===== src/shared/dycc_pkg.sv =====
// Constants shared by the yoke channel control block.
package dycc_pkg;
	// Clock rate and power-up timing.
	localparam int CLK_HZ = 20_000_000;
	localparam int HOURS_SHOW_MS = 2000;
	localparam int HOURS_SHOW_CYC = HOURS_SHOW_MS * (CLK_HZ / 1000);
	// Register byte offsets.
	localparam logic [7:0] ADDR_CTRL = 8'h00;
	localparam logic [7:0] ADDR_CFG = 8'h04;
	localparam logic [7:0] ADDR_PAN = 8'h08;
	localparam logic [7:0] ADDR_TILT = 8'h0c;
	localparam logic [7:0] ADDR_STAT = 8'h10;
	localparam logic [7:0] ADDR_POS = 8'h14;
	// Field positions.
	localparam int CTRL_PROG_BIT = 0;
	localparam int CFG_BASE_LSB = 0;
	localparam int CFG_SPLIT_BIT = 16;
	localparam int CFG_LAMP_BIT = 17;
	localparam int CFG_BARN_BIT = 18;
	localparam int PAN_MID_LSB = 0;
	localparam int PAN_ANG_LSB = 16;
	localparam int TILT_ZERO_LSB = 0;
	localparam int TILT_DOWN_LSB = 16;
	localparam int TILT_UP_LSB = 24;
	// Reset values.
	localparam logic [9:0] BASE_RST = 10'h001;
	localparam logic [11:0] TRIM_RST = 12'h800;
	localparam logic [7:0] ANGLE_RST = 8'h5a;
	localparam logic [7:0] TILT_DOWN_RST = 8'h5a;
	localparam logic [7:0] TILT_UP_RST = 8'h14;
	// Accepted setting ranges.
	localparam logic [9:0] BASE_MIN = 10'h001;
	localparam logic [9:0] BASE_MAX = 10'h200;
	localparam logic [7:0] ANGLE_MIN = 8'h01;
	localparam logic [7:0] ANGLE_MAX = 8'hb9;
	localparam logic [7:0] TILT_MIN = 8'h0a;
	localparam logic [7:0] TILT_MAX = 8'hb6;
	localparam logic [11:0] TRIM_MIN = 12'h7d0;
	localparam logic [11:0] TRIM_MAX = 12'h834;
	// Slot storage depth and bus answers.
	localparam int SLOT_MAX = 12;
	localparam logic [1:0] RESP_OKAY = 2'h0;
	localparam logic [1:0] RESP_SLVERR = 2'h2;
	// Power-up sequence states.
	typedef enum logic [1:0] {PU_TEST, PU_HOURS, PU_RUN, PU_FAIL} dycc_pwr_t;
endpackage : dycc_pkg


===== src/logic/dycc_axis.sv =====
// One positioning axis: scales a 16-bit command into limits and slews toward it.
`timescale 1ns/100ps
module dycc_axis #(
	parameter int POS_W = 12,
	parameter int CPD_Q8 = 2913
) (
	// Clock and reset.
	input wire logic clk_i,
	input wire logic rst_i,
	// Motion control.
	input wire logic run_i,
	input wire logic home_i,
	input wire logic [15:0] pos_cmd_i,
	input wire logic [7:0] speed_i,
	// Limits around the reference position.
	input wire logic [POS_W-1:0] ref_i,
	input wire logic [7:0] neg_deg_i,
	input wire logic [7:0] pos_deg_i,
	// Axis state.
	output logic [POS_W-1:0] pos_o,
	output logic moving_o
);
	localparam logic [15:0] CPD = 16'(CPD_Q8);
	localparam logic [17:0] POS_TOP = 18'((1 << POS_W) - 1);
	logic [13:0] step_cnt_r;
	logic [POS_W-1:0] pos_r;
	wire [8:0] span = {1'b0, neg_deg_i} + {1'b0, pos_deg_i};
	wire [24:0] cmd_span = pos_cmd_i * span;
	wire [40:0] scaled_full = cmd_span * CPD;
	wire [23:0] off_full = neg_deg_i * CPD;
	wire signed [17:0] tgt_s;
	wire [POS_W-1:0] tgt;
	wire [POS_W-1:0] goal;
	wire [13:0] period = {~speed_i, 6'h3f};
	wire step = (step_cnt_r >= period);
	wire active = run_i | home_i;

	// Command spans neg..pos degrees around the reference, clamped to the encoder range.
	assign tgt_s = $signed({{(18 - POS_W){1'b0}}, ref_i}) + $signed({1'b0, scaled_full[40:24]})
		- $signed({2'b0, off_full[23:8]});
	assign tgt = tgt_s < 0 ? '0 : (tgt_s > $signed(POS_TOP) ? POS_TOP[POS_W-1:0] :
		tgt_s[POS_W-1:0]);
	assign goal = home_i ? ref_i : tgt;
	assign moving_o = active && (pos_r != goal);
	assign pos_o = pos_r;

	// Higher speed byte shortens the step period.
	always_ff @(posedge clk_i) begin
		if (rst_i || step || !active) begin
			step_cnt_r <= '0;
		end else begin
			step_cnt_r <= step_cnt_r + 14'h1;
		end
	end

	// One encoder count per step toward the goal.
	always_ff @(posedge clk_i) begin
		if (rst_i) begin
			pos_r <= '0;
		end else if (active && step && pos_r < goal) begin
			pos_r <= pos_r + 1'b1;
		end else if (active && step && pos_r > goal) begin
			pos_r <= pos_r - 1'b1;
		end
	end
endmodule : dycc_axis


===== src/logic/dycc_top.sv =====
// Yoke channel control: slot decode, modes, limits, display and AXI4-Lite registers.
// Overview of operation
// - Programming mode freezes slot capture and all axis motion except trim seeking until operating mode returns.
// - Two confirm key presses in succession leave programming mode.
// - Power-up runs self-test, shows operating hours, then drives axes to command.
// - Pan moves the programmed angle each side of the pan middle position.
// - Pan travel angle settings outside 1 to 185 are refused.
// - Tilt has separate down and up limits around the tilt zero position.
// - In programming mode a changed tilt zero trim drives tilt to the trimmed zero position.
// - Display shows base address and the value received on that slot.
// - Backlight is on automatically with an error or in programming mode.
// - At working level the light key toggles the backlight.
// - Speed split selects combined or separate speed slots and shifts later slots.
// - Slots 1 to 4 are pan and tilt coarse and fine from base.
// - The footprint spans 5 to 11 slots with options and split setting.
// - Base address settings outside 1 to 512 are refused.
// - Lamp rotation enable gates the lamp rotation output.
// - Barndoor enable gates the four leaf outputs.
`timescale 1ns/100ps
module dycc_top #(
	parameter int HOURS_CYC = dycc_pkg::HOURS_SHOW_CYC
) (
	// Clock and reset.
	input wire logic CORE_CLK_I,
	input wire logic RESET_I,
	// AXI4-Lite write channels.
	input wire logic [7:0] S_AXI_AWADDR_I,
	input wire logic S_AXI_AWVALID_I,
	output logic S_AXI_AWREADY_O,
	input wire logic [31:0] S_AXI_WDATA_I,
	input wire logic [3:0] S_AXI_WSTRB_I,
	input wire logic S_AXI_WVALID_I,
	output logic S_AXI_WREADY_O,
	output logic [1:0] S_AXI_BRESP_O,
	output logic S_AXI_BVALID_O,
	input wire logic S_AXI_BREADY_I,
	// AXI4-Lite read channels.
	input wire logic [7:0] S_AXI_ARADDR_I,
	input wire logic S_AXI_ARVALID_I,
	output logic S_AXI_ARREADY_O,
	output logic [31:0] S_AXI_RDATA_O,
	output logic [1:0] S_AXI_RRESP_O,
	output logic S_AXI_RVALID_O,
	input wire logic S_AXI_RREADY_I,
	// Received slot stream from the line receiver.
	input wire logic SLOT_STB_I,
	input wire logic [9:0] SLOT_NUM_I,
	input wire logic [7:0] SLOT_DATA_I,
	// Front panel keys and status pins.
	input wire logic KEY_MENU_I,
	input wire logic KEY_OK_I,
	input wire logic KEY_LIGHT_I,
	input wire logic SELFTEST_DONE_I,
	input wire logic SELFTEST_PASS_I,
	input wire logic FAULT_I,
	// Axis and accessory outputs.
	output logic [11:0] PAN_POS_O,
	output logic [11:0] TILT_POS_O,
	output logic [7:0] LAMP_ROT_O,
	output logic [7:0] LEAF1_O,
	output logic [7:0] LEAF2_O,
	output logic [7:0] LEAF3_O,
	output logic [7:0] LEAF4_O,
	// Display.
	output logic SHOW_HOURS_O,
	output logic [9:0] DISP_ADDR_O,
	output logic [7:0] DISP_VALUE_O,
	output logic BACKLIGHT_O,
	output logic PROG_MODE_O
);
	dycc_pkg::dycc_pwr_t pwr_r;
	logic [5:0] meta_r, sync_r;
	logic [2:0] key_prev_r;
	logic [31:0] hours_cnt_r;
	logic prog_r, ok_once_r, light_r, tilt_home_r, pan_home_r;
	logic [7:0] slot_r [dycc_pkg::SLOT_MAX];
	logic [7:0] disp_val_r;
	logic [9:0] base_r;
	logic split_r, lamp_en_r, barn_en_r;
	logic [11:0] pan_mid_r, tilt_zero_r;
	logic [7:0] pan_ang_r, tilt_down_r, tilt_up_r;
	logic aw_r, w_r, bvalid_r, rvalid_r;
	logic [7:0] awaddr_r;
	logic [31:0] wdata_r, rdata_r;
	logic [3:0] wstrb_r;
	logic [1:0] bresp_r, rresp_r;
	wire [11:0] pan_pos, tilt_pos;
	// Key and status pins pass two flip-flops before use.
	always_ff @(posedge CORE_CLK_I) begin
		if (RESET_I) begin
			meta_r <= '0;
			sync_r <= '0;
			key_prev_r <= '0;
		end else begin
			meta_r <= {FAULT_I, SELFTEST_PASS_I, SELFTEST_DONE_I, KEY_LIGHT_I, KEY_OK_I, KEY_MENU_I};
			sync_r <= meta_r;
			key_prev_r <= sync_r[2:0];
		end
	end
	// Key press pulses and derived mode terms.
	wire [2:0] press = sync_r[2:0] & ~key_prev_r;
	wire menu_p = press[0];
	wire ok_p = press[1];
	wire light_p = press[2];
	wire fault = sync_r[5];
	wire running = (pwr_r == dycc_pkg::PU_RUN);
	wire capture_en = running && !prog_r;
	// Power-up sequence: self-test, hours display, then normal running.
	always_ff @(posedge CORE_CLK_I) begin
		if (RESET_I) begin
			pwr_r <= dycc_pkg::PU_TEST;
			hours_cnt_r <= '0;
		end else begin
			case (pwr_r)
				dycc_pkg::PU_TEST: begin
					if (sync_r[3]) begin
						pwr_r <= sync_r[4] ? dycc_pkg::PU_HOURS : dycc_pkg::PU_FAIL;
					end
				end
				dycc_pkg::PU_HOURS: begin
					hours_cnt_r <= hours_cnt_r + 32'h1;
					if (hours_cnt_r == 32'(HOURS_CYC - 1)) begin
						pwr_r <= dycc_pkg::PU_RUN;
					end
				end
				dycc_pkg::PU_RUN, dycc_pkg::PU_FAIL: pwr_r <= pwr_r;
				default: pwr_r <= dycc_pkg::PU_TEST;
			endcase
		end
	end
	// AXI4-Lite decode terms.
	wire [7:0] wa = awaddr_r;
	wire wr_go = aw_r && w_r && !bvalid_r;
	wire [31:0] strb_mask = {{8{wstrb_r[3]}}, {8{wstrb_r[2]}}, {8{wstrb_r[1]}}, {8{wstrb_r[0]}}};
	wire [31:0] wr_word = (reg_view(wa) & ~strb_mask) | (wdata_r & strb_mask);
	wire wr_map = (wa == dycc_pkg::ADDR_CTRL) || (wa == dycc_pkg::ADDR_CFG) ||
		(wa == dycc_pkg::ADDR_PAN) || (wa == dycc_pkg::ADDR_TILT);
	wire rd_map = (S_AXI_ARADDR_I <= dycc_pkg::ADDR_POS) && (S_AXI_ARADDR_I[1:0] == 2'h0);
	wire [9:0] new_base = wr_word[dycc_pkg::CFG_BASE_LSB +: 10];
	wire [7:0] new_ang = wr_word[dycc_pkg::PAN_ANG_LSB +: 8];
	wire [11:0] new_mid = wr_word[dycc_pkg::PAN_MID_LSB +: 12];
	wire [11:0] new_zero = wr_word[dycc_pkg::TILT_ZERO_LSB +: 12];
	wire [7:0] new_down = wr_word[dycc_pkg::TILT_DOWN_LSB +: 8];
	wire [7:0] new_up = wr_word[dycc_pkg::TILT_UP_LSB +: 8];
	wire base_ok = new_base >= dycc_pkg::BASE_MIN && new_base <= dycc_pkg::BASE_MAX;
	wire ang_ok = new_ang >= dycc_pkg::ANGLE_MIN && new_ang <= dycc_pkg::ANGLE_MAX;
	wire mid_ok = new_mid >= dycc_pkg::TRIM_MIN && new_mid <= dycc_pkg::TRIM_MAX;
	wire zero_ok = new_zero >= dycc_pkg::TRIM_MIN && new_zero <= dycc_pkg::TRIM_MAX;
	wire down_ok = new_down >= dycc_pkg::TILT_MIN && new_down <= dycc_pkg::TILT_MAX;
	wire up_ok = new_up >= dycc_pkg::TILT_MIN && new_up <= dycc_pkg::TILT_MAX;
	wire wr_pan = wr_go && wa == dycc_pkg::ADDR_PAN;
	wire wr_tilt = wr_go && wa == dycc_pkg::ADDR_TILT;
	wire wr_ctrl = wr_go && wa == dycc_pkg::ADDR_CTRL;
	// Slot layout and footprint.
	wire [3:0] footprint = barn_en_r ? 4'(10 + split_r) : 4'(5 + split_r + lamp_en_r);
	wire [9:0] slot_off = SLOT_NUM_I - base_r;
	wire slot_hit = SLOT_STB_I && SLOT_NUM_I >= base_r && slot_off < {6'h0, footprint};
	wire [3:0] lamp_idx = split_r ? 4'h6 : 4'h5;
	wire [3:0] leaf_idx = split_r ? 4'h7 : 4'h6;
	wire [7:0] tilt_speed = split_r ? slot_r[5] : slot_r[4];
	// Mode status word.
	wire [31:0] stat_word = {10'h0, pwr_r, fault, BACKLIGHT_O, prog_r, light_r,
		disp_val_r, footprint, 4'h0};
	// Register view used for reads and for byte-lane merging on writes.
	function automatic logic [31:0] reg_view(input logic [7:0] a);
		case (a)
			dycc_pkg::ADDR_CTRL: reg_view = {31'h0, prog_r};
			dycc_pkg::ADDR_CFG: reg_view = {13'h0, barn_en_r, lamp_en_r, split_r, 6'h0, base_r};
			dycc_pkg::ADDR_PAN: reg_view = {8'h0, pan_ang_r, 4'h0, pan_mid_r};
			dycc_pkg::ADDR_TILT: reg_view = {tilt_up_r, tilt_down_r, 4'h0, tilt_zero_r};
			dycc_pkg::ADDR_STAT: reg_view = stat_word;
			dycc_pkg::ADDR_POS: reg_view = {4'h0, tilt_pos, 4'h0, pan_pos};
			default: reg_view = 32'h0;
		endcase
	endfunction : reg_view
	// Configuration registers: out-of-range settings are refused and keep their value.
	always_ff @(posedge CORE_CLK_I) begin
		if (RESET_I) begin
			base_r <= dycc_pkg::BASE_RST;
			{split_r, lamp_en_r, barn_en_r} <= 3'h0;
			pan_mid_r <= dycc_pkg::TRIM_RST;
			tilt_zero_r <= dycc_pkg::TRIM_RST;
			pan_ang_r <= dycc_pkg::ANGLE_RST;
			tilt_down_r <= dycc_pkg::TILT_DOWN_RST;
			tilt_up_r <= dycc_pkg::TILT_UP_RST;
		end else begin
			if (wr_go && wa == dycc_pkg::ADDR_CFG) begin
				if (base_ok) base_r <= new_base;
				split_r <= wr_word[dycc_pkg::CFG_SPLIT_BIT];
				lamp_en_r <= wr_word[dycc_pkg::CFG_LAMP_BIT];
				barn_en_r <= wr_word[dycc_pkg::CFG_BARN_BIT];
			end
			if (wr_pan && ang_ok) pan_ang_r <= new_ang;
			if (wr_pan && mid_ok) pan_mid_r <= new_mid;
			if (wr_tilt && zero_ok) tilt_zero_r <= new_zero;
			if (wr_tilt && down_ok) tilt_down_r <= new_down;
			if (wr_tilt && up_ok) tilt_up_r <= new_up;
		end
	end
	// Programming mode, confirm-key pairing, trim seeking and manual backlight.
	always_ff @(posedge CORE_CLK_I) begin
		if (RESET_I) begin
			{prog_r, ok_once_r, light_r, tilt_home_r, pan_home_r} <= 5'h0;
		end else begin
			if (!running) begin
				prog_r <= 1'b0;
			end else if (wr_ctrl && wstrb_r[0]) begin
				prog_r <= wdata_r[dycc_pkg::CTRL_PROG_BIT];
			end else if (menu_p) begin
				prog_r <= 1'b1;
			end else if (ok_p && prog_r && ok_once_r) begin
				prog_r <= 1'b0;
			end
			ok_once_r <= prog_r && !menu_p && (ok_once_r ^ ok_p);
			tilt_home_r <= prog_r &&
				(tilt_home_r || (wr_tilt && zero_ok && new_zero != tilt_zero_r));
			pan_home_r <= prog_r &&
				(pan_home_r || (wr_pan && mid_ok && new_mid != pan_mid_r));
			if (light_p && capture_en) light_r <= !light_r;
		end
	end
	// Slot capture: every entry takes its byte only outside programming mode.
	for (genvar i = 0; i < dycc_pkg::SLOT_MAX; i++) begin : g_slot
		always_ff @(posedge CORE_CLK_I) begin
			if (RESET_I) begin
				slot_r[i] <= 8'h0;
			end else if (capture_en && slot_hit && slot_off == 10'(i)) begin
				slot_r[i] <= SLOT_DATA_I;
			end
		end
	end
	// The base slot value is shown whatever the mode.
	always_ff @(posedge CORE_CLK_I) begin
		if (RESET_I) begin
			disp_val_r <= 8'h0;
		end else if (SLOT_STB_I && SLOT_NUM_I == base_r) begin
			disp_val_r <= SLOT_DATA_I;
		end
	end
	// Pan and tilt axes.
	dycc_axis u_pan (
		.clk_i(CORE_CLK_I), .rst_i(RESET_I), .run_i(capture_en), .home_i(pan_home_r),
		.pos_cmd_i({slot_r[0], slot_r[1]}), .speed_i(slot_r[4]), .ref_i(pan_mid_r),
		.neg_deg_i(pan_ang_r), .pos_deg_i(pan_ang_r), .pos_o(pan_pos), .moving_o());
	dycc_axis u_tilt (
		.clk_i(CORE_CLK_I), .rst_i(RESET_I), .run_i(capture_en), .home_i(tilt_home_r),
		.pos_cmd_i({slot_r[2], slot_r[3]}), .speed_i(tilt_speed), .ref_i(tilt_zero_r),
		.neg_deg_i(tilt_down_r), .pos_deg_i(tilt_up_r), .pos_o(tilt_pos), .moving_o());
	// AXI4-Lite slave: address and data taken in either order, one answer each.
	always_ff @(posedge CORE_CLK_I) begin
		if (RESET_I) begin
			{aw_r, w_r, bvalid_r, rvalid_r} <= 4'h0;
			awaddr_r <= 8'h0;
			wdata_r <= 32'h0;
			wstrb_r <= 4'h0;
			{bresp_r, rresp_r} <= 4'h0;
			rdata_r <= 32'h0;
		end else begin
			if (S_AXI_AWVALID_I && S_AXI_AWREADY_O) begin
				aw_r <= 1'b1;
				awaddr_r <= S_AXI_AWADDR_I;
			end
			if (S_AXI_WVALID_I && S_AXI_WREADY_O) begin
				w_r <= 1'b1;
				wdata_r <= S_AXI_WDATA_I;
				wstrb_r <= S_AXI_WSTRB_I;
			end
			if (wr_go) begin
				{aw_r, w_r, bvalid_r} <= 3'h1;
				bresp_r <= wr_map ? dycc_pkg::RESP_OKAY : dycc_pkg::RESP_SLVERR;
			end else if (bvalid_r && S_AXI_BREADY_I) begin
				bvalid_r <= 1'b0;
			end
			if (S_AXI_ARVALID_I && S_AXI_ARREADY_O) begin
				rvalid_r <= 1'b1;
				rdata_r <= rd_map ? reg_view(S_AXI_ARADDR_I) : 32'h0;
				rresp_r <= rd_map ? dycc_pkg::RESP_OKAY : dycc_pkg::RESP_SLVERR;
			end else if (rvalid_r && S_AXI_RREADY_I) begin
				rvalid_r <= 1'b0;
			end
		end
	end
	// Bus handshake outputs.
	assign S_AXI_AWREADY_O = !aw_r && !bvalid_r;
	assign S_AXI_WREADY_O = !w_r && !bvalid_r;
	assign S_AXI_BVALID_O = bvalid_r;
	assign S_AXI_BRESP_O = bresp_r;
	assign S_AXI_ARREADY_O = !rvalid_r;
	assign S_AXI_RVALID_O = rvalid_r;
	assign S_AXI_RDATA_O = rdata_r;
	assign S_AXI_RRESP_O = rresp_r;
	// Device outputs.
	assign PAN_POS_O = pan_pos;
	assign TILT_POS_O = tilt_pos;
	assign LAMP_ROT_O = lamp_en_r ? slot_r[lamp_idx] : 8'h0;
	assign LEAF1_O = barn_en_r ? slot_r[leaf_idx] : 8'h0;
	assign LEAF2_O = barn_en_r ? slot_r[leaf_idx + 4'h1] : 8'h0;
	assign LEAF3_O = barn_en_r ? slot_r[leaf_idx + 4'h2] : 8'h0;
	assign LEAF4_O = barn_en_r ? slot_r[leaf_idx + 4'h3] : 8'h0;
	assign SHOW_HOURS_O = (pwr_r == dycc_pkg::PU_HOURS);
	assign DISP_ADDR_O = base_r;
	assign DISP_VALUE_O = disp_val_r;
	assign BACKLIGHT_O = prog_r || fault || pwr_r == dycc_pkg::PU_FAIL || light_r;
	assign PROG_MODE_O = prog_r;
endmodule : dycc_top


===== config.mk =====
export PLATFORM = sky130hd
export DESIGN_NAME = dycc_top
export DESIGN_NICKNAME = d
export VERILOG_FILES = /design/src/shared/dycc_pkg.sv /design/src/logic/dycc_axis.sv /design/src/logic/dycc_top.sv
export SDC_FILE = /design/constraint.sdc
export NUM_CORES = 2
export LEC_CHECK = 0
export ABC_AREA = 1
export BUFFER_PORTS_ARGS = -buffer_cell sky130_fd_sc_hd__buf_2
export CORE_UTILIZATION = 58
export DETAILED_ROUTE_END_ITERATION = 8
export PLACE_DENSITY_LB_ADDON = 0.2
export SLEW_MARGIN = 20
export SYNTH_ARGS = -nofsm -noshare
export SYNTH_HDL_FRONTEND = slang
export SYNTH_SLANG_ARGS = --single-unit

===== constraint.sdc =====
create_clock -name CORE_CLK_I -period 14.9 [get_ports CORE_CLK_I]
set_clock_uncertainty 0.05 [all_clocks]
set_input_delay 0.745 -clock CORE_CLK_I [delete_from_list [all_inputs] [get_ports CORE_CLK_I]]
set_output_delay 0.745 -clock CORE_CLK_I [all_outputs]
set_load 0.1 [all_outputs]

==> flow_summary.json <==
{
  "outcome": "complete, no violations",
  "synth.most_common_cell": "nand2_1",
  "yosys.cell_types.count": 59,
  "gr-usage-all-layers_pct": 31.4,
  "hp-start": "S_AXI_BREADY_I",
  "synth_area_per_cell_sq_um": 7.55,
  "netlist.area_leader.share_pct": 19.6,
  "ff2ff_path_depth": 74,
  "dp.final_hpwl_um": 90700,
  "wl_met3_um": 8140,
  "hp-class": "input port to register",
  "fmax_mhz": 70.1,
  "seq_area_frac_synth_pct": 18.9,
  "cp_max_fo": 7,
  "grt_pass1_vias": 34300,
  "slowest_delay_ns": 0.55,
  "area_growth_syn_to_layout_pct": 10.1,
  "n_antenna_cell": 0,
  "overflow": 0,
  "synth_top_cell_by_area": "fa_1",
  "synth_top_flop_cell": "dfxtp_1",
  "wl_met2_um": 51100,
  "maxCapViolCount": 0,
  "htreeDepth": 2,
  "root_buffer": "clkbuf_16",
  "min_path_cells": 2,
  "async_flop_share_pct": 0,
  "yosysWarningCount": 0,
  "postRouteWirelength_um": 112000,
  "drive_gt1_share_pct": 9.16,
  "num_rows": 96,
  "worst_path_most_repeated_cell": "nand2_1",
  "slew_viol_final": 0,
  "numPortBuffers": 203,
  "r2r_setup_slack_ns": 0.63,
  "arrival_ns": 14.66,
  "die_area_sq_um": 71200,
  "synth_area_leaders": "fa_1, ha_1, dfxtp_1, nand2_1, inv_1",
  "vias_per_cell": 5.47,
  "endpoint_kind": "register",
  "crit_type": "register to register",
  "io_pins": 210,
  "clock_path_buffers": 3,
  "synth_cells": 5391,
  "synth_edf_count": 88,
  "routedWlPerCell_um": 17.2,
  "numCtsBuffers": 37,
  "slew_headroom_pct": 18.1,
  "cts_tree": "done",
  "cp-start-kind": "register",
  "dr_total_vias": 35700,
  "period_needed_ns": 14.27,
  "final-setup-viol-count": 0,
  "finalCritPeriodShare_pct": 95.7,
  "clk_latency_ns": 0.58,
  "gp_congestion": 0.975,
  "tightestPinTransition_ns": 1.22,
  "ys_ff_latch": 341,
  "synthTopCellsByCount": "nand2_1, inv_1, nor2_1",
  "num-nets-final": 6579,
  "grt_max_degree": 71,
  "fin_cells": 6532,
  "die_height_um": 267,
  "core_sq_um": 69100,
  "worst_ep_required_time_ns": 15.29,
  "first_pass_iters": 6,
  "m1WireLength_um": 48200,
  "antenna_found_initial": 1,
  "grt_pass1_wl_um": 178000,
  "whs_endpoint": "S_AXI_BVALID_O$_SDFFE_PP0P_",
  "clk_pin_slew_ns": 0.07,
  "ant_nets": 0,
  "drt_iter0_markers": 2802,
  "dp_cells": 6454,
  "cts.sinks": 341,
  "syn_area_sq_um": 40700,
  "die_w_um": 267,
  "r2r-end": "u_tilt.pos_o[11]$_SDFFE_PP0P_",
  "hold_viol": 0,
  "reg2reg_from": "tilt_up_r[2]$_SDFFE_PP1P_",
  "crit_slowest_cell": "fa_1",
  "start_util_pct": 58.9,
  "route.detailed.drc": 0,
  "highest_layer": "met4"
}
==> how the worst max path moves through the flow <==
stage / slack [ns] / to / start / depth (start not counted)
after global placement: 0.04 / u_tilt.pos_o[8]$_SDFFE_PP0P_ / tilt_up_r[2]$_SDFFE_PP1P_ / 77
after floorplan: 0.74 / u_tilt.pos_o[8]$_SDFFE_PP0P_ / tilt_down_r[1]$_SDFFE_PP1P_ / 72
after CTS: 0.01 / u_tilt.pos_o[11]$_SDFFE_PP0P_ / tilt_up_r[2]$_SDFFE_PP1P_ / 76
after detailed placement: -0.31 / u_tilt.pos_o[8]$_SDFFE_PP0P_ / tilt_up_r[2]$_SDFFE_PP1P_ / 77
after global routing: -0.14 / u_tilt.pos_o[11]$_SDFFE_PP0P_ / tilt_up_r[3]$_SDFFE_PP0P_ / 70
final: 0.63 / u_tilt.pos_o[11]$_SDFFE_PP0P_ / tilt_up_r[2]$_SDFFE_PP1P_ / 74
==> critical path, delay by kind of cell (launching register included) <==
kind	cells	cell delay [ns]
AO/OA/AOI/OAI	14	1.93
XOR/XNOR	3	0.53
adder cells (fa/ha/maj)	16	6.57
buffers and inverters	14	1.58
flip-flops	1	0.37
AND/OR/NAND/NOR	27	3.11
==> sequential cells by signal (all words and copies together), names as in the netlist, 8 cells and up <==
name / count
hours_cnt_r: 32
slot_r: 88
pan_ang_r: 8
awaddr_r: 8
S_AXI_RDATA_O: 32
u_pan.pos_o: 12
u_tilt.step_cnt_r: 14
DISP_VALUE_O: 8
wdata_r: 28
pan_mid_r: 12
tilt_down_r: 8
u_tilt.pos_o: 12
u_pan.step_cnt_r: 14
tilt_zero_r: 12
tilt_up_r: 8
DISP_ADDR_O: 10
==> cell usage in the layout (no fill, tap or decap), types with 78 or more instances in the layout <==
cell type,count
nand2_1,1007
fa_1,397
edfxtp_1,88
buf_4,78
dfxtp_1,241
ha_1,501
buf_2,203
nor2_1,631
o21ai_0,248
inv_1,1008
a21oi_1,304
xor2_1,84
nand3_1,188
==> through the flow <==
stage | TNS, ns | utilization, % | hold WS, ns | cell area (sq um) | worst slack [ns]
global placement | 0 | 62.0 | 0.339 | 42800 | 0.0448
floorplan | 0 | - | 0.338 | 40700 | 0.744
finish | 0 | 64.9 | 0.312 | 44800 | 0.635
CTS | 0 | 63.9 | 0.298 | 44100 | 0.0146
global route | -0.548 | 64.9 | 0.335 | 44800 | -0.144
detailed placement | -1.39 | 62.0 | 0.345 | 42800 | -0.309
==> layout make-up <==
class,count,area (sq um)
inverter,1023,3840
clock inverter,22,265
fill,6076,24300
sequential,341,7720
tap,931,1160
timing repair buffer,286,1660
multi-input combinational,3883,29200
clock buffer,46,991
==> cell families after synthesis <==
logic type | after synthesis | share of synthesized area (%)
compound gates | 742 | 9.96
xor+xnor | 166 | 3.57
fa+ha+maj | 923 | 35.7
buf+inv | 1168 | 11.0
flops | 341 | 18.9
other cells | 1 | 0.00921
simple gates | 2050 | 20.8
==> timing repair <==
item                       in CTS  in global routing
setup endpoints to repair       6                 15
gates resized for setup         6                142
setup buffers                   2                  6
hold buffers                    0                  0
gates cloned                    0                  2
pin swaps                       2                 37
==> layer usage <==
layer	vias to the layer above	track usage [%]
met4	0	12.2
met3	229	4.68
met1	16900	42.2
met5	-	0
li1	17400	-
met2	1255	50.9
Power is left out: the tool's default activity adds up to more than one toggle a clock period on the data nets, which glitch-free logic cannot reach.
